[src/common/dprx_pkg.sv]
// Package with constants and types for the DPSK receive descrambler and test logic.
package dprx_pkg;

  // ----------------------------------------
  // Timing
  // ----------------------------------------
  localparam int CLK_HZ       = 125_000_000;
  localparam int RATE_HI_BPS  = 2400;
  localparam int RATE_LO_BPS  = 1200;
  localparam int DIBIT_HZ     = 1200;
  localparam int CNT_W        = 17;

  // ----------------------------------------
  // Pattern register
  // ----------------------------------------
  localparam int PN_LEN  = 9;
  localparam int PN_TAPA = 4;
  localparam int PN_TAPB = 8;

  // ----------------------------------------
  // Register map
  // ----------------------------------------
  localparam logic [7:0]  OFS_CTRL   = 8'h00;
  localparam logic [7:0]  OFS_STATUS = 8'h04;
  localparam logic [7:0]  OFS_ERRCNT = 8'h08;
  localparam int          CTL_DESC   = 0;
  localparam int          CTL_RATE   = 1;
  localparam int          CTL_MONSEL = 2;
  localparam int          CTL_PHASE  = 3;
  localparam int          CTL_TOGGLE = 4;
  localparam int          CTL_W      = 5;
  localparam logic [4:0]  CTRL_RST   = 5'h06;
  localparam int          ERR_W      = 16;
  localparam logic [15:0] ERR_MAX    = 16'hFFFF;

  // Internal points from the filter and converter section.
  typedef struct packed {
    logic eye0_6tap;
    logic eye0_12tap;
    logic eye90_12tap;
    logic zero_cross;
    logic carrier0;
    logic corr_enable;
    logic corr_direction;
    logic strobe_normal;
    logic clock_normal;
  } dprx_mon_t;

endpackage

[src/rtl/dprx_descrambler.sv]
// Self-synchronous descrambler built on the nine-stage pattern register.
`timescale 1ns/10ps
module dprx_descrambler
  import dprx_pkg::*;
(
  input  wire logic clock_in,
  input  wire logic rst_n_in,
  input  wire logic bit_en_in,
  input  wire logic data_in,
  output logic      desc_out
);

  logic [PN_LEN-1:0] stages;

  // The register holds received line bits, so it locks after nine bits.
  assign desc_out = data_in ^ stages[PN_TAPA] ^ stages[PN_TAPB];

  always_ff @(posedge clock_in or negedge rst_n_in) begin
    if (!rst_n_in) begin
      stages <= '0;
    end else if (bit_en_in) begin
      stages <= {stages[PN_LEN-2:0], data_in};
    end
  end
endmodule

[src/rtl/dprx_top.sv]
// Receive bit timing, descrambler control, test monitor routing and APB registers.
//
// Implementation choices: the address map and register access over APB.
`timescale 1ns/10ps
module dprx_top
  import dprx_pkg::*;
#(
  parameter int BIT_DIV_HI = CLK_HZ / RATE_HI_BPS,
  parameter int BIT_DIV_LO = CLK_HZ / RATE_LO_BPS,
  parameter int DIBIT_DIV  = CLK_HZ / DIBIT_HZ
)(
  input  wire logic        clock_in,
  input  wire logic        rst_n_in,
  input  wire logic        psel_in,
  input  wire logic        penable_in,
  input  wire logic        pwrite_in,
  input  wire logic [7:0]  paddr_in,
  input  wire logic [31:0] pwdata_in,
  output logic      [31:0] prdata_out,
  output logic             pready_out,
  output logic             pslverr_out,
  input  wire logic        rx_line_data_in,
  input  wire logic        envelope_in,
  input  wire dprx_mon_t   mon_in,
  output logic             rx_data_out,
  output logic             rx_clock_out,
  output logic             dibit_timing_clock_out,
  output logic             converter_strobe_out,
  output logic             converter_clock_out,
  output logic             eye0_out,
  output logic             eye90_out,
  output logic             carrier0_out,
  output logic             carrier_correction_out
);

  // ----------------------------------------
  // Pin synchronisers
  // ----------------------------------------
  logic [1:0] pin_raw;
  logic [1:0] sync_a;
  logic [1:0] sync_b;
  logic [1:0] sync_c;
  logic [1:0] pin_f;

  assign pin_raw = {envelope_in, rx_line_data_in};

  // A change counts only when two late stages agree, which rejects a lone glitch.
  for (genvar i = 0; i < 2; i++) begin : g_sync
    always_ff @(posedge clock_in or negedge rst_n_in) begin
      if (!rst_n_in) begin
        sync_a[i] <= 1'b0;
        sync_b[i] <= 1'b0;
        sync_c[i] <= 1'b0;
        pin_f[i]  <= 1'b0;
      end else begin
        sync_a[i] <= pin_raw[i];
        sync_b[i] <= sync_a[i];
        sync_c[i] <= sync_b[i];
        if (sync_b[i] == sync_c[i]) begin
          pin_f[i] <= sync_c[i];
        end
      end
    end
  end

  logic line_bit;
  logic env_lvl;
  logic line_q;
  logic env_q;

  assign line_bit = pin_f[0];
  assign env_lvl  = pin_f[1];

  // ----------------------------------------
  // Control register fields
  // ----------------------------------------
  logic [CTL_W-1:0] ctrl;
  logic             desc_en;
  logic             rate_hi;
  logic             tmon;
  logic             phase_static;
  logic             phase_toggle;

  assign desc_en      = ctrl[CTL_DESC];
  assign rate_hi      = ctrl[CTL_RATE];
  assign tmon         = !ctrl[CTL_MONSEL];
  assign phase_static = ctrl[CTL_PHASE];
  assign phase_toggle = ctrl[CTL_TOGGLE];

  // ----------------------------------------
  // Bit timing
  // ----------------------------------------
  logic [CNT_W-1:0] bit_cnt;
  logic [CNT_W-1:0] next_bit_cnt;
  logic [CNT_W-1:0] bit_last;
  logic [CNT_W-1:0] bit_half;
  logic             bit_wrap;
  logic             sample_en;
  logic             data_edge;
  logic             hold_cnt;
  logic             skip_cnt;

  assign bit_last  = rate_hi ? CNT_W'(BIT_DIV_HI - 1) : CNT_W'(BIT_DIV_LO - 1);
  assign bit_half  = bit_last >> 1;
  assign bit_wrap  = bit_cnt >= bit_last;
  assign sample_en = bit_cnt == bit_half;
  assign data_edge = line_bit != line_q;

  // Transitions belong on the boundary: a late one stretches the bit, an early one shortens it.
  // Monitor mode freezes this tracking, which is the timing change it brings.
  assign hold_cnt = data_edge && !tmon && bit_cnt != '0 && bit_cnt < bit_half;
  assign skip_cnt = data_edge && !tmon && bit_cnt > bit_half
                    && bit_cnt < bit_last - CNT_W'(1);

  assign next_bit_cnt = bit_wrap ? '0 :
                        hold_cnt ? bit_cnt :
                        skip_cnt ? bit_cnt + CNT_W'(2) :
                        bit_cnt + CNT_W'(1);

  always_ff @(posedge clock_in or negedge rst_n_in) begin
    if (!rst_n_in) begin
      bit_cnt <= '0;
      line_q  <= 1'b0;
      env_q   <= 1'b0;
    end else begin
      bit_cnt <= next_bit_cnt;
      line_q  <= line_bit;
      env_q   <= env_lvl;
    end
  end

  // Rising edge at the bit centre normally, falling edge there when descrambling.
  always_ff @(posedge clock_in or negedge rst_n_in) begin
    if (!rst_n_in) begin
      rx_clock_out <= 1'b0;
    end else begin
      rx_clock_out <= (bit_cnt >= bit_half) ^ desc_en;
    end
  end

  // ----------------------------------------
  // Dibit timing clock
  // ----------------------------------------
  logic [CNT_W-1:0] dibit_cnt;
  logic [CNT_W-1:0] dibit_last;
  logic             env_rise;

  assign dibit_last = CNT_W'(DIBIT_DIV - 1);
  assign env_rise   = env_lvl && !env_q;

  always_ff @(posedge clock_in or negedge rst_n_in) begin
    if (!rst_n_in) begin
      dibit_cnt              <= '0;
      dibit_timing_clock_out <= 1'b0;
    end else begin
      if (env_rise || dibit_cnt >= dibit_last) begin
        dibit_cnt <= '0;
      end else begin
        dibit_cnt <= dibit_cnt + CNT_W'(1);
      end
      dibit_timing_clock_out <= dibit_cnt < (dibit_last >> 1);
    end
  end

  // ----------------------------------------
  // Descrambler and data path
  // ----------------------------------------
  logic desc_bit;
  logic held_bit;
  logic pattern_bit;
  logic cmp_err;
  logic eff_phase;

  dprx_descrambler u_desc (
    .clock_in  (clock_in),
    .rst_n_in  (rst_n_in),
    .bit_en_in (sample_en),
    .data_in   (line_bit),
    .desc_out  (desc_bit)
  );

  // A clean pattern descrambles to zero; its complement gives the steady mark, and
  // setting the phase toggle option turns that into a steady space.
  assign pattern_bit = !desc_bit ^ phase_toggle;
  assign cmp_err     = sample_en && desc_en && desc_bit;
  assign eff_phase   = phase_static ^ (phase_toggle & dibit_timing_clock_out);

  always_ff @(posedge clock_in or negedge rst_n_in) begin
    if (!rst_n_in) begin
      held_bit    <= 1'b1;
      rx_data_out <= 1'b1;
    end else begin
      if (sample_en) begin
        held_bit <= desc_en ? pattern_bit : line_bit;
      end
      if (bit_wrap) begin
        rx_data_out <= held_bit;
      end
    end
  end

  // ----------------------------------------
  // Check accumulator
  // ----------------------------------------
  logic [ERR_W-1:0] err_cnt;
  logic             err_clr;

  // A count arriving with a clear is kept, unless the count sits at ERR_MAX, where the clear leaves zero.
  always_ff @(posedge clock_in or negedge rst_n_in) begin
    if (!rst_n_in) begin
      err_cnt <= '0;
    end else if (cmp_err && err_cnt != ERR_MAX) begin
      err_cnt <= err_clr ? ERR_W'(1) : err_cnt + ERR_W'(1);
    end else if (err_clr) begin
      err_cnt <= '0;
    end
  end

  // ----------------------------------------
  // Internal monitor routing
  // ----------------------------------------
  always_ff @(posedge clock_in or negedge rst_n_in) begin
    if (!rst_n_in) begin
      converter_strobe_out   <= 1'b0;
      converter_clock_out    <= 1'b0;
      eye0_out               <= 1'b0;
      eye90_out              <= 1'b0;
      carrier0_out           <= 1'b0;
      carrier_correction_out <= 1'b0;
    end else begin
      converter_strobe_out   <= tmon ? mon_in.zero_cross : mon_in.strobe_normal;
      converter_clock_out    <= tmon ? err_cnt[0] : mon_in.clock_normal;
      eye0_out               <= tmon ? mon_in.eye0_12tap : mon_in.eye0_6tap;
      eye90_out              <= mon_in.eye90_12tap;
      carrier0_out           <= tmon ? cmp_err : mon_in.carrier0;
      carrier_correction_out <= tmon ? mon_in.corr_direction : mon_in.corr_enable;
    end
  end

  // ----------------------------------------
  // APB slave
  // ----------------------------------------
  logic        hit_ctrl;
  logic        hit_stat;
  logic        hit_err;
  logic        hit_any;
  logic        acc_wr;
  logic        setup_rd;
  logic [31:0] rd_mux;

  assign hit_ctrl = paddr_in == OFS_CTRL;
  assign hit_stat = paddr_in == OFS_STATUS;
  assign hit_err  = paddr_in == OFS_ERRCNT;
  assign hit_any  = hit_ctrl || hit_stat || hit_err;
  assign acc_wr   = psel_in && penable_in && pwrite_in && hit_any;
  assign setup_rd = psel_in && !penable_in && !pwrite_in;
  assign err_clr  = acc_wr && hit_err;

  assign rd_mux = hit_ctrl ? {27'h0000000, ctrl} :
                  hit_stat ? {27'h0000000, tmon, eff_phase, rx_clock_out,
                              dibit_timing_clock_out, rx_data_out} :
                  hit_err  ? {16'h0000, err_cnt} : 32'h00000000;

  assign pready_out  = 1'b1;
  assign pslverr_out = psel_in && penable_in && !hit_any;

  always_ff @(posedge clock_in or negedge rst_n_in) begin
    if (!rst_n_in) begin
      ctrl       <= CTRL_RST;
      prdata_out <= '0;
    end else begin
      if (acc_wr && hit_ctrl) begin
        ctrl <= pwdata_in[CTL_W-1:0];
      end
      if (setup_rd) begin
        prdata_out <= rd_mux;
      end
    end
  end
endmodule

[config.mk]
export PLATFORM = sky130hd
export DESIGN_NAME = dprx_top
export DESIGN_NICKNAME = d
export VERILOG_FILES = /design/src/common/dprx_pkg.sv /design/src/rtl/dprx_descrambler.sv /design/src/rtl/dprx_top.sv
export SDC_FILE = /design/constraint.sdc
export NUM_CORES = 1
export LEC_CHECK = 0
export ABC_AREA = 1
export BUFFER_PORTS_ARGS = -buffer_cell sky130_fd_sc_hd__buf_2
export CORE_AREA = 2 2 110 112
export DETAILED_ROUTE_END_ITERATION = 6
export DIE_AREA = 0 0 112 114
export PLACE_DENSITY = 0.79
export SYNTH_ARGS = -nofsm -noshare
export SYNTH_HDL_FRONTEND = slang
export SYNTH_SLANG_ARGS = --single-unit
[constraint.sdc]
create_clock -name clock_in -period 3.11 [get_ports clock_in]
set_input_delay 0.311 -clock clock_in [delete_from_list [all_inputs] [get_ports clock_in]]
set_output_delay 0.311 -clock clock_in [all_outputs]
set_load 0.05 [all_outputs]
### Yosys cells after proc, flatten, opt, wreduce, memory -nomap -nowiden

Index checks and enable logic that the tools add are counted.

* logic and storage cells: 98
* flip-flop bits (word level): 116
* input port bits: 56

* multiplexer cells: 17
* $add $sub $neg: 5
* eq/ne operators: 8
* $lt $le $gt $ge: 7
* bitwise logic cells: 6
* reduce and logical (&&, ||, !) cells: 29

Operators with widths (number)
* two-way mux 16 bit: 6
* two-way mux 17 bit: 5
* adder 17 x 1 -> 17 bit, second input constant: 2
* adder 17 x 2 -> 17 bit, second input constant: 1
* == test 17 x 16 -> 1 bit: 1
* greater-or-equal comparator 17 x 16 -> 1 bit: 1
* greater-or-equal comparator 17 bit: 1
* greater-or-equal comparator 17 bit, second input constant: 1
* > comparator 17 x 16 -> 1 bit: 1
* logical AND 1 bit: 17
* < comparator 17 x 16 -> 1 bit: 1
* < comparator 17 x 16 -> 1 bit, second input constant: 1
* < comparator 17 bit: 1
* nonzero test 17 bit: 1
* subtractor 17 x 1 -> 17 bit, second input constant: 1
* adder 16 x 1 -> 16 bit, second input constant: 1
* inequality test 16 bit, second input constant: 1
* == test 8 x 3 -> 1 bit, second input constant: 1
* == test 8 x 4 -> 1 bit, second input constant: 1
* logical NOT 8 bit: 1
* logical NOT 1 bit: 6
* two-way mux 1 bit: 6
* XOR 1 bit: 5
* logical OR 1 bit: 3
* 5 further kinds: 6

### Longest topological paths before layout

Gate-level depths: netlist of the first run.

* word-level depth: 7
* gate-level depth with buffers: 15
* depth with buffers taken out: 15

### Modules after synthesis

Synthesis of the first run repeated with hierarchy kept, for this count alone.

* cell total of the unflattened synthesis: 848
* area total of the unflattened synthesis: 6553.8 um^2

By module, submodules not included
* dprx_top: instances 1, cells each 807, area each 6169.7 um^2, seq. area each 2282.2 um^2
* dprx_descrambler: instances 1, cells each 41, area each 384.1 um^2, seq. area each 225.2 um^2

### Worst setup path before layout of the first run

No wires, ideal clock.

* kind: input to output
* from: in paddr_in[7]
* to: out pslverr_out
* buffers on the path: 0
* slack: 0.607 ns
* data arrival time: 2.192 ns
* cell stages on the path: 6
* cells stage by stage: nor2_1 nand2_1 inv_1 nand3_1 inv_1 nor4_1

* word-level cells in the longest chain between the ends: 5
* elaborated cells on any way between the ends: 7

RTL lines
* start, declared: RTL line dprx_top.sv:17 `input wire logic [7:0] paddr_in,`
* == test 8 x 3 -> 1 bit / logical NOT 8 bit (equally long branches): RTL line dprx_top.sv:252, dprx_top.sv:251
* logical OR 1 bit: RTL line dprx_top.sv:254 `assign hit_any = hit_ctrl || hit_stat || hit_err;`
* logical OR 1 bit *: RTL line dprx_top.sv:254
* logical NOT 1 bit *: RTL line dprx_top.sv:265 `assign pslverr_out = psel_in && penable_in && !hit_any;`
* logical AND 1 bit *: RTL line dprx_top.sv:265
* end, declared: RTL line dprx_top.sv:21 `output logic pslverr_out,`

Every way passes the cells marked *; elsewhere a longest branch is shown, timed or not.

### Final worst setup path of the first run

* from: reg ctrl[1]
* to: reg bit_cnt[0]

* word-level cells in the longest chain between the ends: 7
* elaborated cells on any way between the ends: 13

RTL lines
* start, declared: RTL line dprx_top.sv:77 `logic [CTL_W-1:0] ctrl;`
* start signal, assigned: RTL line dprx_top.sv:273 `ctrl <= pwdata_in[CTL_W-1:0];`
* two-way mux 17 bit *: RTL line dprx_top.sv:103 `assign bit_last = rate_hi ? CNT_W'(BIT_DIV_HI - 1) : CNT_W'(BIT_DIV_LO - 1);`
* subtractor 17 x 1 -> 17 bit / > comparator 17 x 16 -> 1 bit (equally long branches): RTL line dprx_top.sv:113, dprx_top.sv:112
* < comparator 17 bit / logical AND 1 bit (equally long branches): RTL line dprx_top.sv:113, dprx_top.sv:112
* logical AND 1 bit: RTL line dprx_top.sv:113 `&& bit_cnt < bit_last - CNT_W'(1);`
* two-way mux 17 bit: RTL line dprx_top.sv:117 `skip_cnt ? bit_cnt + CNT_W'(2) :`
* two-way mux 17 bit: RTL line dprx_top.sv:116 `hold_cnt ? bit_cnt :`
* two-way mux 17 bit: RTL line dprx_top.sv:115 `assign next_bit_cnt = bit_wrap ? '0 :`
* end signal, assigned: RTL line dprx_top.sv:126 `bit_cnt <= next_bit_cnt;`
* end, declared: RTL line dprx_top.sv:93 `logic [CNT_W-1:0] bit_cnt;`

Every way passes the cells marked *; elsewhere a longest branch is shown, timed or not. The select of a mux whose other input is x is not followed.
A chain may end at the register's enable or synchronous reset.

==> flow_metrics.tcl, run 1 <==
set metrics [dict create \
    hold_buffers 0 \
    clock_latency_ps 360 \
    peakVddDrop_mv 0.411 \
    post_drt_wl_per_cell_um 14.1 \
    rows 40 \
    firstDrtPassIters 5 \
    rsz0062_at_grt "false" \
    crit_chain "inv_1 > ha_1 > nand2_2 > nor2_2 > inv_1 > nor2_1 > nand3_2 > nand3_4 > nand3_4 > nand2_1 > nand2_1 > nand2_1 > nor2_1" \
    synth_common_cells "216 x nand2_1, 106 x nor2_1, 96 x dfrtp_1, 86 x nand3_1, 83 x inv_1" \
    arrival_ps 2970 \
    ant_nets 0 \
    synth_flop_cell "dfrtp_1" \
    grt_usage_pct 24.5 \
    worstMarginPinSlew_ps 758 \
    synthDistinctLibCells 43 \
    relSlewSlack_pct 49.5 \
    cp_num_buf_inv 2 \
    setup_viol 0 \
    cts-root-buf "clkbuf_16" \
    die_area_um2 12800 \
    via_count 5781 \
    hold_viol 0 \
    yosys.area.top_type "dfrtp_1" \
    crit_path_frequent_cell "nand2_1" \
    grt_max_degree 57 \
    finClkSkew_ps 6.58 \
    nets 999 \
    cts_made_buffers 9 \
    chipWidth_um 112 \
    start_kind "register" \
    worstSetupPathType "reg -> reg" \
    p_leak_nw 3.60 \
    h-tree-depth 3 \
    ys_top_cells_by_area "dfrtp_1 37%, nand2_1 12%, nand3_1 6.6%, nor2_1 6.1%, xor2_1 5.8%" \
    synth_edf_count 0 \
    port_buffers 54 \
    fp.dieH_um 114 \
    dp_hpwl_um 10700 \
    cp_max_fo 18 \
    ioPinCount 99 \
    grt_pass1_vias 5411 \
    reg2reg_from "ctrl[1]" \
    hp-class "in -> async" \
    yosysWarnings 0 \
    diodes 0 \
    p_per_area_nw_per_um2 480 \
    netlist_area_um2 6540 \
    layout_min_cycle_time_ps 2720 \
    cap_viol_max_count 0 \
    synth_most_common_cell "nand2_1" \
    synth-async-reset-ratio_pct 100 \
    antenna_found_initial 0 \
    synthCells 868 \
    required_ps 3360 \
    clk_pin_slew_worst_paths_ps 70 \
    cts_tree "built" \
    viasPerCell 5.41 \
    cts_setup_buffers 0 \
    post_cts_resized 0 \
    endpoint_kind "register" \
    grt_first_pass_wirelength_um 25600 \
    max_stage_delay_ps 540 \
    synth_seq_cells 100 \
    tns_ps 0 \
    clock-sinks 100 \
    slowest_stage "dfstp_2" \
    reg2reg_depth 13 \
    drive_gt1_share_pct 12.8 \
    initial_core_util_pct 55.8 \
    clk_path_buf_depth 2 \
    timing.fmax_mhz 368 \
    power_mw 3.44 \
    finalWirelength_um 15100 \
    place.gp.congestion 0.912 \
    r2r_setup_slack_ps 390 \
    area_delta_synth_final_pct 9.67 \
    core_um2 11700 \
    drt-initial-drc-count 489 \
    r2r-end "bit_cnt[0]" \
    status "complete, no violations" \
    min_period_over_period_pct 87.4 \
    drv_slew 0 \
    overflow 0 \
    crit_family "simple AND/OR/NAND/NOR gates" \
    synth_seq_area_share_pct 38.4 \
    drc 0 \
    synth.avg_cell_area_um2 7.53 \
    yosysTopAreaCellShare_pct 36.7 \
]
## cells by family (layout without fill, tap and decap cells)
kind of cell               Yosys count  in the layout  synth area share (%)
AOI/OAI and AO/OA                   61             61                  5.13
xor gates and xnor gates            48             48                  6.43
adders and majority gates           29             29                  5.47
buffers and inverters              132            170                  9.40
DFF                                100            100                  38.4
other                                2             17                 0.115
and+or+nand+nor                    496            496                  35.1
## where the power goes
| group | switching [mW] | internal [mW] | total (mW) |
|---|---|---|---|
| combinational | 0.489 | 0.258 | 0.747 |
| sequential | 0.144 | 1.38 | 1.52 |
| clock | 0.539 | 0.637 | 1.18 |
| total | 1.17 | 2.27 | 3.44 |
## sequential cells by signal, summed over array words and instances (netlist names), 2 cells and up
| register | cells |
|---|---|
| prdata_out | 16 |
| sync_b | 2 |
| bit_cnt | 17 |
| sync_c | 2 |
| ctrl | 5 |
| err_cnt | 16 |
| dibit_cnt | 17 |
| u_desc.stages | 9 |
| sync_a | 2 |
## per-stage QoR
step / cells / utilization (%) / area (µm²) / hold slack (ps) / worst slack [ps]
finish: 1068 / 61.2 / 7170 / 14.1 / 392
global route: 1068 / 61.2 / 7170 / 42.4 / 233
CTS: 1068 / 61.2 / 7170 / 41.9 / 388
detailed placement: 1052 / 58.6 / 6860 / 340 / 470
global placement: 1052 / 58.6 / 6860 / 333 / 502
floorplan: 883 / - / 6590 / 15.4 / 607
## area by class of cell
type                    instances  area [µm²]
clock buffers                   9         225
clock inverters                 7        80.1
fillers                      1039        4540
inverters                      86         323
multi-input cells             651        3470
flip-flops and latches        100        2510
well taps                     147         184
repair buffers                 68         378
## layout by cell type (no fill, tap or decap), drive strengths merged, types with 4 or more instances in the layout
master and count:
a21oi 20, buf 68, clkbuf 9, conb 17, dfrtp 96, dfstp 4
ha 27, inv 90, nand2 218, nand3 101, nand4 36, nor2 112
nor3 15, nor4 10, o21ai 31, xnor2 5, xor2 43
## per-layer routing
layer	part of all wire, %	GRT usage [%]	vias up	wire length, µm
met3	7.8	4.84	32	1170
met5	0	0	-	0
met1	46	34.5	2612	6920
met2	44	37.3	243	6590
met4	2.6	10.7	0	398
li1	-	-	2894	-
## worst register-to-register path, cell delays in order, from the launching register on
cell and delay (ps):
dfstp_2 540, inv_1 220, ha_1 500, nand2_2 90, nor2_2 140, inv_1 50, nor2_1 130, nand3_2 110
nand3_4 240, nand3_4 250, nand2_1 180, nand2_1 70, nand2_1 60, nor2_1 40
## worst max path at each step
stage,startpoint,end,slack [ps],depth (start not counted)
finish,ctrl[1],bit_cnt[0],390,13
global route,ctrl[1],bit_cnt[0],230,13
CTS,ctrl[1],bit_cnt[0],390,13
detailed placement,ctrl[1],bit_cnt[16],470,12
global placement,ctrl[1],bit_cnt[16],500,12
floorplan,paddr_in[7],pslverr_out,610,6
No activity file was read; power rests on OpenSTA's default activity.
==> run 2: changes to the inputs <==
Settings changed: CELL_PAD_IN_SITES_DETAIL_PLACEMENT set to 1, CELL_PAD_IN_SITES_GLOBAL_PLACEMENT set to 1, CORE_AREA 2 2 110 112 to 2 2 128 130, DIE_AREA 0 0 112 114 to 0 0 130 132, GPL_ROUTABILITY_DRIVEN set to 0, PLACE_DENSITY 0.79 to unset, PLACE_DENSITY_LB_ADDON set to 0.1.
==> flow_metrics.tcl, run 2 (same netlist as run 1, synthesis figures left out) <==
set metrics [dict create \
    status "complete, no violations" \
    setup.worst_path.end "err_cnt[13]" \
    grt_first_pass_wirelength_um 31400 \
    required_ps 3360 \
    cp_max_fo 15 \
    firstDrtPassIters 4 \
    hp-class "in -> reg" \
    grt_pass1_vias 6221 \
    chipWidth_um 130 \
    hold_viol 0 \
    cts_tree "built" \
    reg2reg_depth 10 \
    grt_usage_pct 23.2 \
    initial_core_util_pct 41.6 \
    start_kind "register" \
    drive_gt1_share_pct 13.3 \
    nets 1005 \
    worstSetupPathType "reg -> reg" \
    slowest_stage "dfstp_2" \
    layout_common_cells "216 x nand2_1, 106 x nor2_1, 96 x dfrtp_1" \
    regArea_um2 2510 \
    p_per_area_nw_per_um2 471 \
    dp_slack_ps 343 \
    layout_setup_ws_ps 356 \
    diodes 0 \
    grt_max_degree 58 \
    rsz0062_at_grt "false" \
    cp_num_buf_inv 2 \
    ant_nets 0 \
    setup.worst_path.start "ctrl[1]" \
    drv_slew 0 \
    antenna_found_initial 0 \
    viasPerCell 5.20 \
    cp_num_cells 10 \
    reg_top3 "bit_cnt x17, dibit_cnt x17" \
    ioPinCount 99 \
    power_mw 3.44 \
    endpoint_kind "register" \
    timing.fmax_mhz 363 \
    tns_ps 0 \
    dp_hpwl_um 14200 \
    arrival_ps 3000 \
    drc 0 \
    min_period_over_period_pct 88.6 \
    drt-initial-drc-count 352 \
    multiInputGateArea_um2 3470 \
    relSlewSlack_pct 58.3 \
    r2r_setup_slack_ps 360 \
    core_um2 15700 \
    crit_family "simple AND/OR/NAND/NOR gates" \
    clock_latency_ps 360 \
    p_leak_nw 3.62 \
    layout_min_cycle_time_ps 2750 \
    p_switching_mw 1.24 \
    combPwrFrac_pct 23.3 \
    seqPwrFrac_pct 44.1 \
    peakVddDrop_mv 0.302 \
    crit_chain "inv_1 > ha_1 > inv_1 > nand4_1 > nor4_1 > nand3_1 > nor2_1 > nand3_2 > nand3_1 > nand2_1" \
    clk_pin_slew_worst_paths_ps 80 \
    p_sw_share_pct 35.9 \
    die_area_um2 17200 \
    cts_made_buffers 9 \
    r2r-end "err_cnt[13]" \
    cap_viol_max_count 0 \
    cts_setup_buffers 0 \
    setup_viol 0 \
    via_count 5943 \
    final_common_cell "nand2_1" \
    finClkSkew_ps 8.46 \
    rows 46 \
    finalWirelength_um 19000 \
    post_drt_wl_per_cell_um 16.6 \
    cts-root-buf "clkbuf_16" \
    fill_cells 2031 \
    p_clk_share_pct 32.6 \
    max_stage_delay_ps 540 \
    fp.dieH_um 132 \
    area_delta_synth_final_pct 11.7 \
    p_int_mw 2.21 \
    overflow 0 \
    reg2reg_from "ctrl[1]" \
    clk_path_buf_depth 2 \
    worstMarginPinSlew_ps 625 \
    clock-sinks 100 \
    h-tree-depth 3 \
    port_buffers 54 \
]
-- run 2: area by class of cell --
type | instances | area share, %
Clock buffer | 9 | 3.08
Tap cell | 216 | 3.70
Inverter | 86 | 4.42
Sequential cell | 100 | 34.3
Timing Repair Buffer | 74 | 6.00
Clock inverter | 7 | 0.942
Multi-Input combinational cell | 651 | 47.5
-- run 2: routing by layer --
metal  wire (µm)  up-vias  track usage (%)
met5           0        -                0
met4         269        0             6.51
met3         578       18             2.88
met2        9270       95             39.2
met1        8880     2935             31.0
li1            -     2895                -
-- run 2: repair_timing --
| action | 4_1_cts | 5_1_grt |
|---|---|---|
| gates resized for setup | 0 | 0 |
| hold buffers | 1 | 0 |
| hold endpoints to repair | 13 | 0 |
-- run 2: power by group through the flow --
stage	logic, mW	registers [mW]	clock network [mW]
6_report	0.800	1.52	1.12
5_1_grt	0.902	1.54	1.21
4_1_cts	0.805	1.52	1.16
3_5_place_dp	0.801	1.54	0
3_3_place_gp	0.762	1.53	0
2_1_floorplan	0.621	1.49	0
-- run 2: worst min-delay path by stage --
stage	start	endpoint	slack, ps	cells past startpoint
floorplan	rst_n_in	bit_cnt[0]	20	0
detailed placement	sync_a[0]	sync_b[0]	340	0
global route	envelope_in	sync_a[1]	40	1
finish	envelope_in	sync_a[1]	50	1
CTS	envelope_in	sync_a[1]	40	1
global placement	sync_a[0]	sync_b[0]	330	0
-- run 2: worst reg2reg max path, cell delays in order, from the launching register on --
cell	delay [ps]
dfstp_2	540
inv_1	250
ha_1	450
inv_1	130
nand4_1	90
nor4_1	210
nand3_1	220
nor2_1	170
nand3_2	320
nand3_1	190
nand2_1	70
-- run 2: through the flow --
stage | util [%] | instance area [µm²] | hold WS [ps] | instances
2_1_floorplan | - | 6590 | 15.4 | 883
3_3_place_gp | 44.6 | 7000 | 334 | 1126
3_5_place_dp | 44.6 | 7000 | 337 | 1126
4_1_cts | 46.5 | 7300 | 35.8 | 1143
5_1_grt | 46.5 | 7300 | 37.2 | 1143
6_report | 46.5 | 7300 | 49.5 | 1143
